File: src/pss_pkg.sv
package pss_pkg;

    // core clock
    localparam int unsigned CLK_HZ = 40_000_000;

    // io rail comes up within this long of the power-on request
    localparam int unsigned RAIL_UP_TIME_MS = 25;
    // command interface ready this long after the power-on request
    localparam int unsigned CMD_READY_TIME_S = 25;
    // dtr must stay high this long before sleep is taken
    localparam int unsigned SLEEP_DELAY_TIME_US = 1000;

    // cycle counts; the longest time rounds down, the least times round up
    localparam logic [29:0] RAIL_UP_CYC = 30'(RAIL_UP_TIME_MS * (CLK_HZ / 1000));
    localparam logic [29:0] CMD_READY_CYC = 30'(CMD_READY_TIME_S * CLK_HZ);
    localparam logic [29:0] SLEEP_DELAY_CYC =
        30'((SLEEP_DELAY_TIME_US * (CLK_HZ / 1000) + 999) / 1000);

    // synchroniser layout and reset values: request_n, dtr_n, wake, fast
    localparam int unsigned SYNC_W = 4;
    localparam int unsigned SYNC_POR_N = 3;
    localparam int unsigned SYNC_DTR_N = 2;
    localparam int unsigned SYNC_WAKE = 1;
    localparam int unsigned SYNC_FAST = 0;
    localparam logic [3:0] SYNC_RST = 4'hC;

    // sleep settings and the value after reset
    localparam logic [1:0] SLEEP_DTR = 2'h0;
    localparam logic [1:0] SLEEP_AUTO = 2'h1;
    localparam logic [1:0] SLEEP_NEVER = 2'h2;
    localparam logic [1:0] SLEEP_RST = 2'h2;

    typedef enum logic [1:0] {
        PSS_CMD_NONE      = 2'h0,
        PSS_CMD_SLEEP_CFG = 2'h1,
        PSS_CMD_OFF       = 2'h2,
        PSS_CMD_OFF_ALT   = 2'h3
    } pss_cmd_e;

    // decoded command from the command parser
    typedef struct packed {
        logic       valid;
        pss_cmd_e   code;
        logic       from_first_serial;
        logic [1:0] sleep_arg;
    } pss_cmd_s;

    // gray along off, rail, boot, active, sleep
    typedef enum logic [2:0] {
        PSS_OFF    = 3'h0,
        PSS_RAIL   = 3'h1,
        PSS_BOOT   = 3'h3,
        PSS_ACTIVE = 3'h2,
        PSS_SLEEP  = 3'h6,
        PSS_DEREG  = 3'h7,
        PSS_HALT   = 3'h4
    } pss_state_e;

endpackage

File: src/pss_sequencer.sv
`timescale 1ns/1ps
// What this block does
// - io rail reference reaches its level within about 25 ms of request.
// - command interface becomes ready about 25 s after the power-on request.
// - clear-to-send falls high to low at readiness; host waits for it.
// - on usb, communication starts only after enumeration has completed.
// - setting 0: awake while dtr low, sleep after dtr high a while.
// - setting 1: sleep when idle, wake on a character, drop that character.
// - setting 2: never sleep, whatever dtr or serial activity.
// - sleep configuration accepted only from the first serial port.
// - either power-off command gives an orderly switch-off.
// - fast shutdown input shuts down without network deregistration.
// - wake request high blocks sleep and off, and wakes from them.
module pss_sequencer #(
    parameter logic [29:0] RAIL_CYC  = pss_pkg::RAIL_UP_CYC,
    parameter logic [29:0] READY_CYC = pss_pkg::CMD_READY_CYC,
    parameter logic [29:0] SLEEP_CYC = pss_pkg::SLEEP_DELAY_CYC
) (
    // clock and reset
    input  wire logic              CORE_CLK,
    input  wire logic              RST_N,
    // asynchronous pins
    input  wire logic              POWER_ON_REQUEST_N,
    input  wire logic              DTR_N,
    input  wire logic              WAKE_REQUEST,
    input  wire logic              FAST_SHUTDOWN,
    // same-clock inputs from the core
    input  wire pss_pkg::pss_cmd_s CMD,
    input  wire logic              TASKS_IDLE,
    input  wire logic              RX_CHAR_SEEN,
    input  wire logic              USB_ENUM_DONE,
    input  wire logic              DEREG_DONE,
    // outputs
    output logic                   IO_RAIL_REFERENCE,
    output logic                   FIRST_SERIAL_CLEAR_TO_SEND,
    output logic                   USB_COMM_ENABLE,
    output logic                   DEREGISTER_REQ,
    output logic                   SLEEPING,
    output logic                   DISCARD_RX_CHAR,
    output logic                   MODULE_HALTED,
    output logic [1:0]             SLEEP_SETTING
);
    import pss_pkg::*;

    logic [SYNC_W-1:0] pins;
    logic [SYNC_W-1:0] meta_r;
    logic [SYNC_W-1:0] sync_r;
    pss_state_e        state_r;
    pss_state_e        state_nxt;
    logic [29:0]       cnt_r;
    logic [29:0]       cnt_nxt;
    logic [1:0]        sleep_mode_r;
    logic [1:0]        sleep_mode_nxt;
    logic              por_req;
    logic              dtr_high;
    logic              wake_s;
    logic              fast_s;
    logic              fast_go;
    logic              off_cmd;
    logic              cfg_ok;
    logic              sleep_go;
    logic              sleep_exit;
    logic              keep_cnt;
    logic              ready_nxt;
    logic              discard_nxt;

    assign pins = {POWER_ON_REQUEST_N, DTR_N, WAKE_REQUEST, FAST_SHUTDOWN};

    // two-flop synchronisers; only the second stage is read
    genvar g;
    generate
        for (g = 0; g < SYNC_W; g++)
        begin : g_sync
            always_ff @(posedge CORE_CLK or negedge RST_N)
            begin
                if (!RST_N)
                begin
                    meta_r[g] <= SYNC_RST[g];
                    sync_r[g] <= SYNC_RST[g];
                end
                else
                begin
                    meta_r[g] <= pins[g];
                    sync_r[g] <= meta_r[g];
                end
            end
        end
    endgenerate

    // decoded levels and events
    assign por_req  = !sync_r[SYNC_POR_N];
    assign dtr_high = sync_r[SYNC_DTR_N];
    assign wake_s   = sync_r[SYNC_WAKE];
    assign fast_s   = sync_r[SYNC_FAST];
    // wake request holds the module out of off mode
    assign fast_go  = fast_s && !wake_s;
    assign off_cmd  = CMD.valid &&
                      (CMD.code == PSS_CMD_OFF || CMD.code == PSS_CMD_OFF_ALT);
    // other ports and out-of-range settings are ignored
    assign cfg_ok   = CMD.valid && CMD.code == PSS_CMD_SLEEP_CFG &&
                      CMD.from_first_serial && CMD.sleep_arg != 2'h3;
    assign sleep_mode_nxt = cfg_ok ? CMD.sleep_arg : sleep_mode_r;

    // sleep entry per setting; setting 2 never matches
    // at-or-above, since the count may already be past the limit when setting 0 arrives
    assign sleep_go = !wake_s && (
        (sleep_mode_r == SLEEP_DTR && dtr_high && cnt_r >= SLEEP_CYC - 30'h1) ||
        (sleep_mode_r == SLEEP_AUTO && TASKS_IDLE));
    // any wake source ends sleep
    assign sleep_exit = wake_s || sleep_mode_r == SLEEP_NEVER ||
        (sleep_mode_r == SLEEP_DTR && !dtr_high) ||
        (sleep_mode_r == SLEEP_AUTO && RX_CHAR_SEEN);

    // next state; fast shutdown outranks everything but a held wake
    always_comb
    begin
        state_nxt = state_r;
        case (state_r)
            PSS_OFF:
                if (por_req)
                    state_nxt = PSS_RAIL;
            PSS_RAIL:
                if (fast_go)
                    state_nxt = PSS_HALT;
                else if (cnt_r == RAIL_CYC - 30'h1)
                    state_nxt = PSS_BOOT;
            PSS_BOOT:
                if (fast_go)
                    state_nxt = PSS_HALT;
                else if (cnt_r == READY_CYC - 30'h1)
                    state_nxt = PSS_ACTIVE;
            PSS_ACTIVE:
                if (fast_go)
                    state_nxt = PSS_HALT;
                else if (off_cmd)
                    state_nxt = PSS_DEREG;
                else if (sleep_go)
                    state_nxt = PSS_SLEEP;
            PSS_SLEEP:
                if (fast_go)
                    state_nxt = PSS_HALT;
                else if (off_cmd)
                    state_nxt = PSS_DEREG;
                else if (sleep_exit)
                    state_nxt = PSS_ACTIVE;
            PSS_DEREG:
                if (fast_go || (DEREG_DONE && !wake_s))
                    state_nxt = PSS_HALT;
            PSS_HALT:
                if (wake_s)
                    state_nxt = PSS_RAIL;
            default:
                state_nxt = PSS_OFF;
        endcase
    end

    // one counter: from the request through boot, then dtr-high time
    assign keep_cnt = (state_r == state_nxt) ||
                      (state_r == PSS_RAIL && state_nxt == PSS_BOOT);
    assign cnt_nxt  = (!keep_cnt || (state_r == PSS_ACTIVE && !dtr_high)) ? 30'h0 :
                      (cnt_r == 30'h3FFFFFFF) ? cnt_r : cnt_r + 30'h1;

    assign ready_nxt   = state_nxt == PSS_ACTIVE || state_nxt == PSS_SLEEP ||
                         state_nxt == PSS_DEREG;
    // the waking character is dropped, not passed up
    assign discard_nxt = state_r == PSS_SLEEP && state_nxt == PSS_ACTIVE &&
                         sleep_mode_r == SLEEP_AUTO && RX_CHAR_SEEN && !wake_s;

    // state, counter and setting
    always_ff @(posedge CORE_CLK or negedge RST_N)
    begin
        if (!RST_N)
        begin
            state_r      <= PSS_OFF;
            cnt_r        <= 30'h0;
            sleep_mode_r <= SLEEP_RST;
        end
        else
        begin
            state_r      <= state_nxt;
            cnt_r        <= cnt_nxt;
            sleep_mode_r <= sleep_mode_nxt;
        end
    end

    // registered outputs, taken from the next state to save a cycle
    always_ff @(posedge CORE_CLK or negedge RST_N)
    begin
        if (!RST_N)
        begin
            IO_RAIL_REFERENCE          <= 1'b0;
            FIRST_SERIAL_CLEAR_TO_SEND <= 1'b1;
            USB_COMM_ENABLE            <= 1'b0;
            DEREGISTER_REQ             <= 1'b0;
            SLEEPING                   <= 1'b0;
            DISCARD_RX_CHAR            <= 1'b0;
            MODULE_HALTED              <= 1'b0;
        end
        else
        begin
            IO_RAIL_REFERENCE          <= ready_nxt || state_nxt == PSS_BOOT;
            FIRST_SERIAL_CLEAR_TO_SEND <= !ready_nxt;
            USB_COMM_ENABLE            <= ready_nxt && USB_ENUM_DONE;
            DEREGISTER_REQ             <= state_nxt == PSS_DEREG;
            SLEEPING                   <= state_nxt == PSS_SLEEP;
            DISCARD_RX_CHAR            <= discard_nxt;
            MODULE_HALTED              <= state_nxt == PSS_HALT;
        end
    end

    assign SLEEP_SETTING = sleep_mode_r;

    // rail comes up exactly at the end of its count
    a_rail_up_time: assert property (@(posedge CORE_CLK) disable iff (!RST_N)
        (state_r == PSS_RAIL && cnt_r == RAIL_CYC - 30'h1 && !fast_go)
        |=> IO_RAIL_REFERENCE)
        else $error("io rail late");

    a_ready_time: assert property (@(posedge CORE_CLK) disable iff (!RST_N)
        $fell(FIRST_SERIAL_CLEAR_TO_SEND) |-> $past(cnt_r) == READY_CYC - 30'h1)
        else $error("ready at wrong count");

    a_cts_low_ready: assert property (@(posedge CORE_CLK) disable iff (!RST_N)
        (state_r == PSS_ACTIVE) |-> !FIRST_SERIAL_CLEAR_TO_SEND && IO_RAIL_REFERENCE)
        else $error("cts high while ready");

    a_usb_after_enum: assert property (@(posedge CORE_CLK) disable iff (!RST_N)
        USB_COMM_ENABLE |-> $past(USB_ENUM_DONE) && !FIRST_SERIAL_CLEAR_TO_SEND)
        else $error("usb talk before enumeration");

    a_dtr_wake: assert property (@(posedge CORE_CLK) disable iff (!RST_N)
        (state_r == PSS_SLEEP && sleep_mode_r == SLEEP_DTR && !dtr_high && !fast_go
         && !off_cmd) |=> state_r == PSS_ACTIVE && !SLEEPING)
        else $error("dtr low did not wake");

    a_char_dropped: assert property (@(posedge CORE_CLK) disable iff (!RST_N)
        (state_r == PSS_SLEEP && sleep_mode_r == SLEEP_AUTO && RX_CHAR_SEEN && !wake_s
         && !fast_go && !off_cmd) |=> DISCARD_RX_CHAR ##1 !DISCARD_RX_CHAR)
        else $error("waking char not dropped");

    a_never_sleep: assert property (@(posedge CORE_CLK) disable iff (!RST_N)
        (state_r == PSS_ACTIVE && sleep_mode_r == SLEEP_NEVER) |=> !SLEEPING)
        else $error("slept with setting 2");

    a_cfg_port_only: assert property (@(posedge CORE_CLK) disable iff (!RST_N)
        (CMD.valid && !CMD.from_first_serial) |=> $stable(sleep_mode_r))
        else $error("setting changed from wrong port");

    a_orderly_off: assert property (@(posedge CORE_CLK) disable iff (!RST_N)
        (state_r == PSS_ACTIVE && off_cmd && !fast_go) |=> DEREGISTER_REQ)
        else $error("off command skipped deregistration");

    a_fast_no_dereg: assert property (@(posedge CORE_CLK) disable iff (!RST_N)
        (fast_go && state_r != PSS_OFF && state_r != PSS_HALT)
        |=> MODULE_HALTED && !DEREGISTER_REQ)
        else $error("fast shutdown misbehaved");

    a_wake_holds_on: assert property (@(posedge CORE_CLK) disable iff (!RST_N)
        wake_s |=> !SLEEPING && !MODULE_HALTED)
        else $error("slept or halted with wake high");

    a_sync_depth: assert property (@(posedge CORE_CLK) disable iff (!RST_N)
        ##2 (fast_s == $past(FAST_SHUTDOWN, 2)))
        else $error("fast shutdown not two flops deep");

endmodule

File: config.mk
export PLATFORM = sky130hd
export DESIGN_NAME = pss_sequencer
export DESIGN_NICKNAME = d
export VERILOG_FILES = /design/src/pss_pkg.sv /design/src/pss_sequencer.sv
export SDC_FILE = /design/constraint.sdc
export NUM_CORES = 1
export LEC_CHECK = 0
export BUFFER_PORTS_ARGS = -buffer_cell sky130_fd_sc_hd__buf_2
export CORE_MARGIN = 3
export CORE_UTILIZATION = 25
export DETAILED_ROUTE_END_ITERATION = 8
export MAX_ROUTING_LAYER = met4
export PLACE_DENSITY = 0.46
export SKIP_LAST_GASP = 1
export SYNTH_ARGS = -nofsm -noshare
export SYNTH_HDL_FRONTEND = slang
export SYNTH_SLANG_ARGS = --single-unit
export TNS_END_PERCENT = 30
File: constraint.sdc
create_clock -name CORE_CLK -period 2.45 [get_ports CORE_CLK]
set_input_delay 0.3675 -clock CORE_CLK [delete_from_list [all_inputs] [get_ports CORE_CLK]]
set_output_delay 0.3675 -clock CORE_CLK [all_outputs]
set_load 0.005 [all_outputs]
; ---- After elaboration in Yosys (flattened, before gate mapping)
; Index checks and enable logic that the tools add are counted.
[op_classes]
n_mux = 16
div = 0
n_reduce_logical = 36
bitwise_logic = 0
order_cmp = 1
shift = 0
add_sub_neg = 1
multipliers = 0
eq_ne = 22
[ops]
columns = cell, count
row1 = "30-bit equality test, second input constant", 2
row2 = 30-bit two-way mux, 2
row3 = 3-bit two-way mux, 13
row4 = "30-bit by 1-bit adder with 30-bit output, second input constant", 1
row5 = "30-bit by 20-bit equality test with 1-bit output, second input constant", 1
row6 = "30-bit by 16-bit greater-or-equal comparator with 1-bit output, second input constant", 1
row7 = 3-bit one-hot mux with 7 select lines, 1
row8 = 1-bit logical AND, 19
row9 = "3-bit equality test, second input constant", 6
row10 = "3-bit by 2-bit equality test with 1-bit output, second input constant", 4
row11 = 1-bit logical OR, 11
row12 = "2-bit equality test, second input constant", 3
row13 = "2-bit by 1-bit equality test with 1-bit output, second input constant", 2
row14 = 1-bit logical NOT, 4
row15 = "2-bit != test, second input constant", 2
row16 = "3-bit by 1-bit equality test with 1-bit output, second input constant", 1
row17 = 3-bit equality test, 1
row18 = 3-bit logical NOT, 1
row19 = 2-bit logical NOT, 1
[word_totals]
ramBits = 0
out_inout_bits = 9
mem_count = 0
register_bits = 50
input_bits = 16
latch_bits = 0
mem_bits_ro = 0

; ---- Logic depth before layout (Yosys ltp)
; Gate-level depths: netlist of run 1.
[depth]
depth_word = 15
mapped_depth = 9
ltp_nobuf = 7

; ---- Least setup slack after synthesis of run 1
; OpenSTA, ideal clock, no wires.
[synth_path]
path_kind = register to register
start = register cnt_r[0]
end = register cnt_r[2]
stages_incl_launch_ff = 9
path_slack_ns = 0.228
synth_period_minus_slack_ns = 2.222
setup_time_ns = 0.132
t_arrival_ns = 2.090
n_path_buf = 1
path_cell_list = dfrtp_1 -> ha_1 -> nand4_1 -> or4_1 -> buf_2 -> nor3_2 -> nand2b_1 -> xor2_1 -> nor2_1
[synth_via]
elab_chain_len = 14
[synth_rtl]
columns = element, line
row1 = start: declaration, pss_sequencer.sv:50  ; logic [29:0] cnt_r;
row2 = start signal: assignment, pss_sequencer.sv:181  ; cnt_r <= cnt_nxt;
row3 = 30-bit by 16-bit greater-or-equal comparator with 1-bit output, pss_sequencer.sv:107  ; (sleep_mode_r == SLEEP_DTR && dtr_high && cnt_r >= SLEEP_CYC - 30'h1) ||
row4 = 1-bit logical AND, pss_sequencer.sv:107
row5 = 1-bit logical OR, pss_sequencer.sv:107
row6 = 1-bit logical AND, pss_sequencer.sv:106  ; assign sleep_go = !wake_s && (
row7 = 3-bit two-way mux, pss_sequencer.sv:137  ; else if (sleep_go)
row8 = 3-bit two-way mux, pss_sequencer.sv:135  ; else if (off_cmd)
row9 = 3-bit two-way mux, pss_sequencer.sv:133  ; if (fast_go)
row10 = 3-bit one-hot mux with 7 select lines, pss_sequencer.sv:118  ; case (state_r)
row11 = 3-bit by 2-bit equality test with 1-bit output, pss_sequencer.sv:159  ; (state_r == PSS_RAIL && state_nxt == PSS_BOOT);
row12 = 1-bit logical AND, pss_sequencer.sv:159
row13 = 1-bit logical OR, pss_sequencer.sv:158  ; assign keep_cnt = (state_r == state_nxt) ||
row14 = 1-bit logical NOT, pss_sequencer.sv:160  ; assign cnt_nxt = (!keep_cnt || (state_r == PSS_ACTIVE && !dtr_high)) ? 30'h0 :
row15 = 1-bit logical OR, pss_sequencer.sv:160
row16 = 2-bit != test (no line) or 30-bit two-way mux (tied branches), n/a
; Several ways; a longest one is shown, not always the timed one. The select of a mux whose other input is x is not followed.
; A chain may end at the register's enable or synchronous reset.

; ---- Worst setup path in the final report of run 1
[layout_path]
start = register cnt_r[0]
end = register cnt_r[15]
; The elaborated chain is that of the path after synthesis.

==> metrics, run 1 <==
run status=complete, no violations; clk root buf=clkbuf_8; sequential share of power=45.8%; clk sinks=50; remaining global-route overflow=0; Final Hold Viols=0; skew final=0.00733 ns; r2r endpoint=cnt_r[15]; layout cell share with drive strength beyond 1=24.2%; post-route clock period utilization=94.3%; synthesis-stage register bit count=50; Die W=109 um; Reg2Reg Depth=7; Synth warnings=0; max cap viols=0; Primary FF master, synth=dfrtp_1; r2r setup slk=0.14 ns; Port Buffers=24; critical path type=flip-flop to flip-flop; Comb power frac=26.1%; Hold-fix buffers, CTS=0; DIE HEIGHT=109 um; pin count of the biggest net entering global routing=29; later-pin clock latency in the skew report=0.31 ns; max-slew violation count=0; per-cell routed wire length=14.2 um; Mapped Nets=292; DR vias=2,178; final instance area=3230 um2; detailed-route DRC error count=0; DRT Wirelength=6.49 mm; worst-path maximum fanout=8; Pleak=1.34 nW; pwr/cell area=642 nW/um2; Worst-Margin Slew=0.653 ns; placed inst area=3120 um2; internal power=1.41 mW; total CTS buffers=5; Hold Crit Class=input pin to asynchronous set/reset pin; CP required=2.65 ns; initial antenna violation count=0; final core utilization=31.3%; EDFF count, synth=0; Peak Freq=433 MHz; RSZ-0062 raised after global routing=false; Final HPWL DP=4.83 mm; Reg2Reg Launch Point=cnt_r[0]; # fillers=1,065; Sw Share=32.1%; Post-Synthesis Cells=275; clock power share=28.0%; core area=10,300 um2; number of global-route vias before repair=2,072; endpoints failing setup=0; post-route minimum period=2.31 ns; Crit. End Element=flip-flop; Placer Congestion=0.775; TritonCTS clock tree=done; Max VDD drop=0.344 mV; Die ar.=11,900 um2; drt pass-1 iters=6; ANT nets after route=0; total negative slack=0 ns; CP startpoint kind=flip-flop; # diodes=0; Max-Slew Margin vs Limit=56.5%; critical path data arrival time=2.51 ns; H-tree depth=2; Initial Util=25.7%; gr usage total=11.6%; maximum root-to-sink buffer count=2; DR iter-0 viols=66; Rows=37; Avg Cell Area, Syn=9.66 um2; fin nets=338; Clock transition at path regs=0.10 ns; Yosys cell types=56; Post-synth ARST share=100%; global-route wire length before repair=10.6 mm; CTS resizes=0; Hold WS=0.0805 ns; IO Pins=25; post-synthesis sequential area ratio=47.4%; vias per cell=4.76; Post-Synthesis Cell Area=2660 um2; setup bufs post-CTS=0; net switching power=0.666 mW; Syn-to-layout area delta=21.7%
cells in the mapped netlist, drive strengths merged (2+ instances only):
| library cell | number | share of area (%) |
|---|---|---|
| dfstp | 6 | 5.9 |
| nor3b | 4 | 1.1 |
| nand4 | 6 | 1.4 |
| nor2b | 3 | 0.71 |
| o311ai | 2 | 1.3 |
| buf | 7 | 1.9 |
| o21ai | 5 | 0.94 |
| mux2i | 2 | 0.75 |
| clkbuf | 5 | 0.71 |
| xor2 | 7 | 2.3 |
| nor4 | 3 | 0.71 |
| and3 | 7 | 1.6 |
| a211o | 2 | 0.66 |
| nand2b | 3 | 0.71 |
| or3 | 6 | 1.4 |
| dfrtp | 44 | 41 |
| nor2 | 45 | 6.4 |
| a21oi | 7 | 1.3 |
| a211oi | 4 | 1.1 |
| and4 | 4 | 1.4 |
| a31oi | 3 | 0.71 |
| nand3 | 11 | 2.3 |
| a21o | 2 | 0.57 |
| mux2 | 2 | 0.85 |
| nand4b | 3 | 0.99 |
| nand2 | 15 | 2.1 |
| nor3 | 16 | 3.2 |
| a2111oi | 2 | 0.66 |
| or4 | 4 | 1.3 |
| xnor2 | 19 | 6.3 |
| inv | 9 | 1.3 |
routing by layer:
layer | wire length [um] | track usage, % | vias up
li1 | - | - | 1067
met1 | 3270 | 16.1 | 1055
met2 | 2890 | 17.6 | 48
met4 | 58 | 2.43 | 0
met5 | 0 | - | -
met3 | 277 | 2.31 | 8
cell usage in the layout, fill, tap and decap left out, types with 7 or more instances in the layout:
| cell type | synthesis | routed |
|---|---|---|
| nor2_1 | 45 | 45 |
| dfrtp_1 | 44 | 44 |
| buf_4 | 1 | 25 |
| buf_2 | 4 | 24 |
| xnor2_1 | 19 | 19 |
| nand2_1 | 15 | 15 |
| nor3_1 | 15 | 15 |
| nand3_1 | 10 | 10 |
| inv_1 | 9 | 9 |
| and3_1 | 7 | 7 |
| a21oi_1 | 7 | 7 |
| xor2_1 | 7 | 7 |
layout make-up:
class	count	area (um2)	area share [%]
clock buffers	5	68.8	2.13
inverters	9	33.8	1.05
clock inverters	3	40.0	1.24
multi-input cells	204	1310	40.6
flip-flops and latches	50	1260	38.9
repair buffers	51	348	10.8
well taps	136	170	5.27
how the worst max path moves through the flow:
| stage | from | endpoint | slack (ns) | depth (start not counted) |
|---|---|---|---|---|
| after floorplan | cnt_r[0] | cnt_r[2] | 0.23 | 8 |
| after global placement | cnt_r[0] | cnt_r[23] | 0.16 | 7 |
| after detailed placement | cnt_r[0] | cnt_r[23] | 0.15 | 7 |
| after CTS | cnt_r[0] | cnt_r[19] | 0.12 | 7 |
| after global routing | cnt_r[1] | cnt_r[19] | 0.006 | 7 |
| final | cnt_r[0] | cnt_r[15] | 0.14 | 7 |
state kept, by name, indices dropped and copies added, names as in the netlist:
signal                      flops
cnt_r                          30
meta_r                          4
state_r                         3
SLEEP_SETTING                   2
DEREGISTER_REQ                  1
DISCARD_RX_CHAR                 1
FIRST_SERIAL_CLEAR_TO_SEND      1
IO_RAIL_REFERENCE               1
MODULE_HALTED                   1
SLEEPING                        1
USB_COMM_ENABLE                 1
dtr_high                        1
fast_s                          1
sync_r                          1
wake_s                          1
logic make-up (layout without fill, tap and decap cells):
family	count (synthesis)	in the layout	share of synthesized area, %
adder cells (fa/ha/maj)	1	1	0.471
multiplexers	4	4	1.60
XOR/XNOR	26	26	8.57
AND/OR/NAND/NOR	135	135	26.9
buffers and inverters	21	68	3.86
flip-flops	50	50	47.4
AO/OA/AOI/OAI	38	38	11.2
power by group through the flow:
| stage | sequential (mW) | clock, mW | combinational (mW) |
|---|---|---|---|
| finish | 0.951 | 0.582 | 0.542 |
| detailed placement | 0.966 | 0 | 0.541 |
| CTS | 0.950 | 0.610 | 0.545 |
| floorplan | 0.936 | 0 | 0.312 |
| global route | 0.961 | 0.639 | 0.601 |
| global placement | 0.965 | 0 | 0.538 |
worst max-delay path: stages, from the launching register on:
cell and delay [ns]:
dfrtp_1 0.36, ha_1 0.23, nand4_1 0.14, or4_1 0.65, o311ai_4 0.50, nor2_1 0.12
xnor2_1 0.15, nor2_1 0.05
through the flow:
| stage | power (mW) | worst slack, ns | cells |
|---|---|---|---|
| 6_report | 2.08 | 0.140 | 458 |
| 5_1_grt | 2.20 | 0.00600 | 458 |
| 4_1_cts | 2.11 | 0.123 | 458 |
| 3_5_place_dp | 1.51 | 0.146 | 450 |
| 3_3_place_gp | 1.50 | 0.159 | 450 |
| 2_1_floorplan | 1.25 | 0.228 | 275 |
Power figures use the tool's default switching activity.
==> run 2, diff against run 1 <==
--- a/config.mk
+++ b/config.mk
@@ -6,6 +6,7 @@
 export NUM_CORES = 1
 export LEC_CHECK = 0
 export BUFFER_PORTS_ARGS = -buffer_cell sky130_fd_sc_hd__buf_2
+export CORE_ASPECT_RATIO = 0.7
 export CORE_MARGIN = 3
 export CORE_UTILIZATION = 25
 export DETAILED_ROUTE_END_ITERATION = 8
==> run 2 against run 1 <==
Utilization is 0.94 points higher. Register-to-register slack hardly changed. Critical endpoint is now cnt_r[25]. Total power is 7.1% higher. Critical path type unchanged. Largest cell class unchanged. Global-route usage is 0.57 points higher. Non-clock buffer count is 4 lower.
==> metrics, run 2 (synthesis gave the netlist of run 1 again) <==
run status=complete, no violations; ANT nets after route=0; Initial Util=26.5%; Final Hold Viols=0; drt pass-1 iters=4; most frequent cells in the layout=nor2_1, dfrtp_1, buf_2, buf_4, xnor2_1; sequential share of power=42.7%; net switching power=0.713 mW; critical path type=flip-flop to flip-flop; total CTS buffers=5; # diodes=0; maximum root-to-sink buffer count=2; Reg area=1260 um2; Final HPWL DP=5.09 mm; Pleak=1.33 nW; Syn-to-layout area delta=21.7%; Reg2Reg Depth=8; Comb power frac=25.1%; r2r endpoint=cnt_r[25]; fin nets=334; skew final=0.00561 ns; RSZ-0062 raised after global routing=false; remaining global-route overflow=0; final core utilization=32.2%; number of global-route vias before repair=2,022; IO Pins=25; total negative slack=0 ns; CP startpoint kind=flip-flop; Reg2Reg Launch Point=cnt_r[1]; r2r setup slk=0.15 ns; per-cell routed wire length=14.9 um; DIE HEIGHT=92.2 um; global-route wire length before repair=10.9 mm; Clock transition at path regs=0.07 ns; Regs by FF count=cnt_r x30, meta_r x4, state_r x3; Placer Congestion=0.830; CP endpoint=cnt_r[25]; Hold Crit Class=input pin to asynchronous set/reset pin; H-tree depth=2; Port Buffers=24; TritonCTS clock tree=done; layout cell share with drive strength beyond 1=23.3%; core area=10,000 um2; gr usage total=12.2%; vias per cell=4.91; DR vias=2,190; internal power=1.51 mW; worst-path maximum fanout=8; final instance area=3230 um2; endpoints failing setup=0; Peak Freq=435 MHz; Max VDD drop=0.332 mV; Final Power=2.22 mW; max-slew violation count=0; clk root buf=clkbuf_16; CP required=2.62 ns; Rows=30; max reg flops=30; Worst-Margin Slew=0.675 ns; area occupied by multi-input gates=1310 um2; Max-Slew Margin vs Limit=53.8%; max cap viols=0; clock power share=32.2%; DRT Wirelength=6.66 mm; pwr/cell area=688 nW/um2; placed inst area=3060 um2; later-pin clock latency in the skew report=0.30 ns; Die ar.=11,900 um2; post-route clock period utilization=93.8%; Crit. End Element=flip-flop; post-route minimum period=2.30 ns; Hold WS=0.0314 ns; Die W=129 um; CTS resizes=0; Hold-fix buffers, CTS=0; DR iter-0 viols=123; clk sinks=50; Critical path origin=cnt_r[1]; Sw Share=32.1%; Largest Register=cnt_r; initial antenna violation count=0; commonest non-fill, non-tap cell in the layout=nor2_1; pin count of the biggest net entering global routing=22; # fillers=1,003; critical path data arrival time=2.46 ns; detailed-route DRC error count=0
[run 2: power groups by stage]
stage          Clock [mW]  Sequential, mW  Combinational, mW
2_1_floorplan           0           0.936              0.312
3_3_place_gp            0           0.964              0.567
3_5_place_dp            0           0.962              0.563
4_1_cts             0.741           0.949              0.565
5_1_grt             0.777           0.959              0.623
6_report            0.715           0.949              0.558
[run 2: critical path, cell delays in order (launching register included)]
cell and delay, ns:
dfrtp_1 0.40, ha_1 0.23, nand4_1 0.13, or4_1 0.69
o311ai_4 0.31, buf_12 0.16, nor3_1 0.05, xnor2_1 0.15
nor2_1 0.05
[run 2: repair_timing]
action | CTS | global route
buffers inserted | 0 | 1
hold endpoints to repair | 0 | 0
setup endpoints to repair | 0 | 16
[run 2: layout make-up]
class / count / area share (%)
Sequential cell: 50 / 38.9
Multi-Input combinational cell: 204 / 40.6
Clock buffer: 5 / 3.87
Timing Repair Buffer: 47 / 9.83
Clock inverter: 3 / 0.736
Tap cell: 128 / 4.96
Inverter: 9 / 1.05
[run 2: metrics by stage]
step                setup WS (ns)  std cells
global placement           0.0878        437
detailed placement         0.0136        437
global route              0.00539        446
CTS                       0.00710        445
floorplan                   0.228        275
finish                      0.152        446
[run 2: worst min-delay path by stage]
stage / from / end / slack (ns) / depth (start not counted)
2_1_floorplan: RST_N / DEREGISTER_REQ / 0.07 / 0
3_5_place_dp: meta_r[0] / fast_s / 0.34 / 0
4_1_cts: RST_N / cnt_r[23] / 0.05 / 1
6_report: RST_N / cnt_r[23] / 0.03 / 1
3_3_place_gp: meta_r[1] / wake_s / 0.35 / 0
5_1_grt: RST_N / cnt_r[22] / 0.07 / 1
[run 2: metal layers]
metal	global-route usage [%]	wire length (um)	share of wire, %	vias to the layer above
met1	19.9	3750	56	1054
met5	-	0	0	-
met4	3.41	86	1.3	0
met3	3.32	419	6.3	11
met2	13.8	2410	36	53
li1	-	-	-	1072
